<file path="src/logic/vmi_map.vh">
`ifndef VMI_MAP_VH
`define VMI_MAP_VH
// Register byte addresses
`define VMI_ADDR_MON1    12'h000
`define VMI_ADDR_MON2    12'h004
`define VMI_ADDR_LEVEL   12'h008
`define VMI_ADDR_CIRC    12'h00C
`define VMI_ADDR_CMP     12'h010
`define VMI_ADDR_EDGE    12'h014
`define VMI_ADDR_OSC     12'h018
// Monitor control fields
`define VMI_MC_IRQEN     0
`define VMI_MC_FDIS      1
`define VMI_MC_FLAG      2
`define VMI_MC_LEVEL     3
`define VMI_MC_SCLK_LO   4
`define VMI_MC_SCLK_HI   5
`define VMI_MC_COND      7
`define VMI_MC_RESET     8'h02
// Circuit control fields
`define VMI_CC_REF1      1
`define VMI_CC_IN1       2
`define VMI_CC_REF2      3
`define VMI_CC_IN2       4
`define VMI_CC_EN1       6
`define VMI_CC_EN2       7
// Comparator mode fields
`define VMI_CM_MONITOR1_IRQ_TYPE_SELECT   0
`define VMI_CM_MONITOR2_IRQ_TYPE_SELECT   1
`define VMI_CM_ROUTE     7
// Edge mode fields
`define VMI_EM_EDGE1     1
`define VMI_EM_EDGE2     2
// Oscillator stop bit and reset
`define VMI_OSC_STOP     0
`define VMI_OSC_RESET    8'h01
// Low-speed oscillator period, ns; clock period, ns; clock cycles per oscillator period
`define VMI_LOCO_NS      8000
`define VMI_CLK_NS       8
`define VMI_LOCO_CYC     ((`VMI_LOCO_NS + `VMI_CLK_NS - 1) / `VMI_CLK_NS)
`endif

</file>
<file path="src/logic/vmi_top.v">
// Functional notes
// - Flag set before monitor 1 enable raises no request.
// - Monitor 1 disabled: grouped fields accept one combined write.
// - Flag set before monitor 2 enable raises no request.
// - Monitor 2 disabled: grouped fields accept one combined write.
// - Sampling clock field divides oscillator by 1, 2, 4 or 8.
// - Flags clear only on software write of 0; writing 1 keeps them.
`timescale 1ns/1ns
`include "vmi_map.vh"
module vmi_top (
  // Clock and reset
  input  wire        clk,
  input  wire        rst_b,
  // AHB-Lite slave
  input  wire        hsel,
  input  wire [11:0] haddr,
  input  wire [1:0]  htrans,
  input  wire        hwrite,
  input  wire [2:0]  hsize,
  input  wire [31:0] hwdata,
  input  wire        hready,
  output wire        hreadyout,
  output wire        hresp,
  output reg  [31:0] hrdata,
  // Analog comparator outputs, asynchronous
  input  wire        cmpOut1,
  input  wire        cmpOut2,
  // Analog controls
  output wire [3:0]  detect1Level,
  output wire        ref1Sel,
  output wire        in1Sel,
  output wire        circ1En,
  output wire        ref2Sel,
  output wire        in2Sel,
  output wire        circ2En,
  output wire        oscStop,
  // Interrupt requests to the CPU
  output reg         irq1Req,
  output reg         irq2Req,
  output wire        irq1Type,
  output wire        irq2Type
);
  reg [1:0] rstSync_ff;
  wire      rstN = rstSync_ff[1];
  always @(posedge clk or negedge rst_b) begin
    if (!rst_b) rstSync_ff <= 2'h0;
    else rstSync_ff <= {rstSync_ff[0], 1'b1};
  end

  // Address phase capture
  reg        wrPend_ff;
  reg [11:0] addr_ff;
  wire       take = hsel & hready & htrans[1];
  always @(posedge clk or negedge rstN) begin
    if (!rstN) begin
      wrPend_ff <= 1'b0;
      addr_ff   <= 12'h000;
    end else begin
      wrPend_ff <= take & hwrite;
      if (take) addr_ff <= haddr;
    end
  end
  assign hreadyout = 1'b1;
  assign hresp     = 1'b0;

  reg [7:0] mon1_ff, mon2_ff, level_ff, circ_ff, cmp_ff, edge_ff, osc_ff;
  wire wMon1 = wrPend_ff & (addr_ff == `VMI_ADDR_MON1);
  wire wMon2 = wrPend_ff & (addr_ff == `VMI_ADDR_MON2);

  // Comparator sync: three stages, change when stage 2 and 3 agree
  reg [2:0] sync1_ff, sync2_ff;
  reg       lvl1_ff, lvl2_ff;
  always @(posedge clk or negedge rstN) begin
    if (!rstN) begin
      sync1_ff <= 3'h0;
      sync2_ff <= 3'h0;
      lvl1_ff  <= 1'b0;
      lvl2_ff  <= 1'b0;
    end else begin
      sync1_ff <= {sync1_ff[1:0], cmpOut1};
      sync2_ff <= {sync2_ff[1:0], cmpOut2};
      if (sync1_ff[1] == sync1_ff[2]) lvl1_ff <= sync1_ff[2];
      if (sync2_ff[1] == sync2_ff[2]) lvl2_ff <= sync2_ff[2];
    end
  end

  // Sampling tick from low-speed oscillator, divided per field
  reg [15:0] locoCnt_ff;
  reg [2:0]  locoDiv_ff;
  wire       locoTick = (locoCnt_ff == `VMI_LOCO_CYC - 1);
  always @(posedge clk or negedge rstN) begin
    if (!rstN) begin
      locoCnt_ff <= 16'h0000;
      locoDiv_ff <= 3'h0;
    end else if (osc_ff[`VMI_OSC_STOP]) begin
      locoCnt_ff <= 16'h0000;
    end else begin
      locoCnt_ff <= locoTick ? 16'h0000 : locoCnt_ff + 16'h0001;
      if (locoTick) locoDiv_ff <= locoDiv_ff + 3'h1;
    end
  end

  function sampTick;
    input [1:0] sel;
    input       tick;
    input [2:0] div;
    begin
      case (sel)
        2'h0:    sampTick = tick;
        2'h1:    sampTick = tick & (div[0] == 1'b1);
        2'h2:    sampTick = tick & (div[1:0] == 2'h3);
        default: sampTick = tick & (div == 3'h7);
      endcase
    end
  endfunction

  wire samp1 = sampTick(mon1_ff[`VMI_MC_SCLK_HI:`VMI_MC_SCLK_LO], locoTick, locoDiv_ff);
  wire samp2 = sampTick(mon2_ff[`VMI_MC_SCLK_HI:`VMI_MC_SCLK_LO], locoTick, locoDiv_ff);

  // Digital filter: output moves after two equal samples
  reg [1:0] flt1_ff, flt2_ff;
  reg       fo1_ff, fo2_ff, prev1_ff, prev2_ff;
  always @(posedge clk or negedge rstN) begin
    if (!rstN) begin
      flt1_ff <= 2'h0;
      flt2_ff <= 2'h0;
      fo1_ff  <= 1'b0;
      fo2_ff  <= 1'b0;
    end else begin
      if (samp1) begin
        flt1_ff <= {flt1_ff[0], lvl1_ff};
        if (flt1_ff[0] == lvl1_ff) fo1_ff <= lvl1_ff;
      end
      if (samp2) begin
        flt2_ff <= {flt2_ff[0], lvl2_ff};
        if (flt2_ff[0] == lvl2_ff) fo2_ff <= lvl2_ff;
      end
    end
  end
  // Bypass path keeps working without the oscillator, for stop-mode wake
  wire src1 = mon1_ff[`VMI_MC_FDIS] ? lvl1_ff : fo1_ff;
  wire src2 = mon2_ff[`VMI_MC_FDIS] ? lvl2_ff : fo2_ff;

  function edgeHit;
    input cur;
    input prv;
    input both;
    input cond;
    begin
      if (both) edgeHit = cur ^ prv;
      else if (cond) edgeHit = prv & ~cur;
      else edgeHit = cur & ~prv;
    end
  endfunction

  wire hit1 = circ_ff[`VMI_CC_EN1] & edgeHit(src1, prev1_ff, edge_ff[`VMI_EM_EDGE1],
                                               mon1_ff[`VMI_MC_COND]);
  wire hit2 = circ_ff[`VMI_CC_EN2] & edgeHit(src2, prev2_ff, edge_ff[`VMI_EM_EDGE2],
                                               mon2_ff[`VMI_MC_COND]);

  // Flag: set wins; write of 0 clears, write of 1 keeps
  function [7:0] monNext;
    input [7:0] cur;
    input       wr;
    input [7:0] wd;
    input       hit;
    begin
      monNext = cur;
      if (wr) begin
        monNext = wd;
        monNext[`VMI_MC_FLAG] = cur[`VMI_MC_FLAG] & wd[`VMI_MC_FLAG];
      end
      if (hit) monNext[`VMI_MC_FLAG] = 1'b1;
    end
  endfunction

  wire [7:0] nxt_mon1 = monNext(mon1_ff, wMon1, hwdata[7:0], hit1);
  wire [7:0] nxt_mon2 = monNext(mon2_ff, wMon2, hwdata[7:0], hit2);

  always @(posedge clk or negedge rstN) begin
    if (!rstN) begin
      mon1_ff  <= `VMI_MC_RESET;
      mon2_ff  <= `VMI_MC_RESET;
      level_ff <= 8'h00;
      circ_ff  <= 8'h00;
      cmp_ff   <= 8'h00;
      edge_ff  <= 8'h00;
      osc_ff   <= `VMI_OSC_RESET;
      prev1_ff <= 1'b0;
      prev2_ff <= 1'b0;
      irq1Req  <= 1'b0;
      irq2Req  <= 1'b0;
    end else begin
      mon1_ff  <= nxt_mon1;
      mon2_ff  <= nxt_mon2;
      prev1_ff <= src1;
      prev2_ff <= src2;
      // Request only from a fresh hit while enabled; stale flag gives none
      irq1Req  <= hit1 & mon1_ff[`VMI_MC_IRQEN] & cmp_ff[`VMI_CM_ROUTE];
      irq2Req  <= hit2 & mon2_ff[`VMI_MC_IRQEN] & cmp_ff[`VMI_CM_ROUTE];
      if (wrPend_ff) begin
        // Whole-byte writes let grouped steps land together
        case (addr_ff)
          `VMI_ADDR_LEVEL: level_ff <= hwdata[7:0];
          `VMI_ADDR_CIRC:  circ_ff  <= hwdata[7:0];
          `VMI_ADDR_CMP:   cmp_ff   <= hwdata[7:0];
          `VMI_ADDR_EDGE:  edge_ff  <= hwdata[7:0];
          `VMI_ADDR_OSC:   osc_ff   <= hwdata[7:0];
          default:         edge_ff  <= edge_ff;
        endcase
      end
    end
  end

  // Read data registered at the edge that ends the address phase, held through the data phase
  always @(posedge clk or negedge rstN) begin
    if (!rstN) hrdata <= 32'h00000000;
    else if (take & ~hwrite) begin
      case (haddr)
        `VMI_ADDR_MON1:  hrdata <= {24'h000000, mon1_ff};
        `VMI_ADDR_MON2:  hrdata <= {24'h000000, mon2_ff};
        `VMI_ADDR_LEVEL: hrdata <= {24'h000000, level_ff};
        `VMI_ADDR_CIRC:  hrdata <= {24'h000000, circ_ff};
        `VMI_ADDR_CMP:   hrdata <= {24'h000000, cmp_ff};
        `VMI_ADDR_EDGE:  hrdata <= {24'h000000, edge_ff};
        `VMI_ADDR_OSC:   hrdata <= {24'h000000, osc_ff};
        default:         hrdata <= 32'h00000000;
      endcase
    end
  end

  assign detect1Level = level_ff[3:0];
  assign ref1Sel  = circ_ff[`VMI_CC_REF1];
  assign in1Sel   = circ_ff[`VMI_CC_IN1];
  assign circ1En  = circ_ff[`VMI_CC_EN1];
  assign ref2Sel  = circ_ff[`VMI_CC_REF2];
  assign in2Sel   = circ_ff[`VMI_CC_IN2];
  assign circ2En  = circ_ff[`VMI_CC_EN2];
  assign oscStop  = osc_ff[`VMI_OSC_STOP];
  assign irq1Type = cmp_ff[`VMI_CM_MONITOR1_IRQ_TYPE_SELECT];
  assign irq2Type = cmp_ff[`VMI_CM_MONITOR2_IRQ_TYPE_SELECT];
endmodule

</file>
<file path="config.mk">
export PLATFORM = sky130hd
export DESIGN_NAME = vmi_top
export DESIGN_NICKNAME = d
export VERILOG_FILES = /design/src/logic/vmi_top.v
export VERILOG_INCLUDE_DIRS = /design/src /design/src/logic
export SDC_FILE = /design/constraint.sdc
export NUM_CORES = 1
export LEC_CHECK = 0
export CAP_MARGIN = 10
export CORE_UTILIZATION = 60
export CTS_CLUSTER_DIAMETER = 150
export CTS_CLUSTER_SIZE = 30
export DETAILED_ROUTE_END_ITERATION = 6
export DONT_BUFFER_PORTS = 1
export GPL_ROUTABILITY_DRIVEN = 1
export PLACE_DENSITY = 0.76
export SLEW_MARGIN = 10
export SYNTH_ARGS = -nofsm -noshare
export SYNTH_HDL_FRONTEND = slang
export SYNTH_SLANG_ARGS = --single-unit
export TNS_END_PERCENT = 1
</file>
<file path="constraint.sdc">
create_clock -name clk -period 4.82 [get_ports clk]
set_input_delay 0.964 -clock clk [delete_from_list [all_inputs] [get_ports clk]]
set_output_delay 0.964 -clock clk [all_outputs]
set_load 0.02 [all_outputs]
</file>
==> metrics.txt <==
Reg2Reg Setup Slack=2.13 ns; First-pass DRT Iterations=4; final setup fails=0; Reg clk slew, reported paths=0.06 ns; Comb power frac=0.055; Clk Tree Root Cell=clkbuf_8; EDFF count, synth=0; first-pass GRT wire length=17390 um; critical register-to-register path endpoint=level_ff[2]; Synth warnings=0; area leader, netlist=dfrtp_1; dpl cell area=5383 um2; grt ovf=0; R2R cell count=4; cell-internal power=1860 uW; fmax=371.7 MHz; Clk pwr share=0.502; CTS Buffer Depth=2; CTS tree=done; initial antenna violation count=0; number of buffers added on ports=0; Gate Count Post-Synth=451; Leak=0.002669 uW; Setup crit start=addr_ff[1]; Setup crit end kind=flop; Final Cycle Share=0.5582; share of the synthesized area in the top cell type=0.5102; nets@finish=512; Worst path slowest cell=nand4_1; Area growth syn-to-layout=9.561%; Wirelength per Cell=18.48 um; power density over cell area=401.1 nW/um2; Post-CTS Setup Inserts=0; GRT Overall Usage=0.2405; row count=34; die width=97.26 um; pin count of the biggest net entering global routing=67; Mapped Avg Cell Area=12.07 um2; critical setup path kind=flop to flop; CORE AREA=8763 um2; Slew @ Worst Pin=0.8505 ns; sequential share of power=0.443; Die Footprint=9459 um2; pins over their slew limit=0; switch share=0.2227; maxcap violations=0; share of layout cells above drive strength 1=0.2554; Critical Path, Cell by Cell=nor4_1 > nor4bb_1 > nand4_1 > mux2_2; register bit total from synthesis=114; Ports=105; Max FO, Critical Path=8; fin crit period=2.691 ns; RSZ-0062 raised after global routing=false; Initial Util=0.6212; routability cong.=0.8029; status=completed; top cells by area, synth=dfrtp_1, mux2_2, buf_4, mux2i_1, mux2_4; switching power=532.8 uW; clock skew=0.009090 ns; CP Launch Type=flop; most frequent cells after synthesis=dfrtp_1, mux2_2, buf_4; vias=3354; Rel. slew slack=0.4318; vias per inst=5.884; Worst Path Arrival=3.07 ns; final hold slack=0.1496 ns; ys async rst share=1.000; Die Y-Extent=97.26 um; Setup TNS Final=0 ns; H-Tree Depth=4; Main synth FF type=dfrtp_1; Seq/Total Area, Yosys=0.5247; Routed Antenna Nets=0; cell family with most CP delay=simple AND/OR/NAND/NOR gates; hold_buf cts=0; Total Wirelength=10540 um; Num CTS Buffers=17; most frequent cell after synthesis=dfrtp_1; CTS sink count=114; Synth Cell Area=5444 um2; Synth cell types=58; Critical R2R Launch=addr_ff[1]; DR iter-0 viols=119; PostCTS Resize Cnt=0; final instance area=5964 um2; max incr delay on CP=0.70 ns; maximum VDD drop=0.2767 mV; vias in the first global route=3357; DP HPWL=6876 um; antenna cells=0; worst-skew pair later-pin latency=0.51 ns; drc violations=0; crit path buf inv count=0; Fin. Hold Viols=0; Worst Hold Class=input port to async pin; WP data required=5.20 ns
## final cells by class
type	count	area, um2
clock buffer	24	480.5
clock inverter	8	101.3
fill	632	2799
inverter	13	48.80
multi-input combinational	302	2331
sequential	114	2860
tap	108	135.1
timing repair buffer	1	7.507
## state kept, by name, indices dropped and copies added, names as in the netlist, 2 cells and up
name,cells
sync2_ff,3
edge_ff,8
locoDiv_ff,3
rstSync_ff,2
hrdata,8
mon2_ff,8
locoCnt_ff,16
level_ff,8
circ_ff,8
mon1_ff,8
addr_ff,12
osc_ff,8
cmp_ff,8
sync1_ff,3
## cell families (layout without fill, tap and decap cells)
| logic type | Yosys count | in the layout | synth area share |
|---|---|---|---|
| AOI/OAI and AO/OA | 50 | 50 | 0.06298 |
| xor gates and xnor gates | 13 | 13 | 0.02091 |
| adders and majority gates | 9 | 9 | 0.01976 |
| buffers and inverters | 60 | 46 | 0.06435 |
| DFF | 114 | 114 | 0.5247 |
| muxes | 89 | 89 | 0.1898 |
| other | 2 | 27 | 0.001380 |
| and+or+nand+nor | 114 | 114 | 0.1161 |
## layer usage
layer | global-route usage | share of wire | up-vias | routed length (um)
met5 | 0 | 0 | - | 0
met3 | 0.08705 | 0.060 | 13 | 632
met2 | 0.3862 | 0.49 | 104 | 5191
met1 | 0.2986 | 0.43 | 1684 | 4525
li1 | - | - | 1553 | -
met4 | 0.09276 | 0.018 | 0 | 187
## cell usage in the layout (no fill, tap or decap), types with 5 or more instances in the layout
cell type,count
a21oi_1,5
clkbuf_16,16
clkbuf_8,5
conb_1,27
dfrtp_1,110
ha_1,7
inv_1,13
mux2_2,66
mux2_4,7
mux2i_1,14
nand2_1,26
nand3_1,10
nand4_1,6
nor2_1,27
nor2b_1,5
nor3_1,7
nor4_1,6
o21ai_0,14
xnor2_1,10
## metrics by stage
stage	std cells	total power, uW	setup WS (ns)	util
2_1_floorplan	476	1201	1.414	-
3_3_place_gp	538	1198	2.317	0.6142
4_1_cts	570	2416	2.223	0.6806
5_1_grt	570	2474	2.049	0.6806
6_report	570	2392	2.129	0.6806
3_5_place_dp	538	1205	2.304	0.6142
## how the worst max path moves through the flow
stage / endpoint / cells past startpoint
floorplan: addr_ff[0] / 0
global placement: level_ff[3] / 4
detailed placement: level_ff[6] / 4
CTS: level_ff[2] / 4
global route: level_ff[0] / 4
finish: level_ff[2] / 4
## power by group through the flow
stage | registers, uW | logic [uW] | clock network, uW
2_1_floorplan | 1060 | 139 | 0
3_3_place_gp | 1070 | 126 | 0
3_5_place_dp | 1080 | 130 | 0
4_1_cts | 1060 | 132 | 1220
5_1_grt | 1070 | 144 | 1260
6_report | 1060 | 131 | 1200
Note: power is estimated with default switching activity, not from simulation.
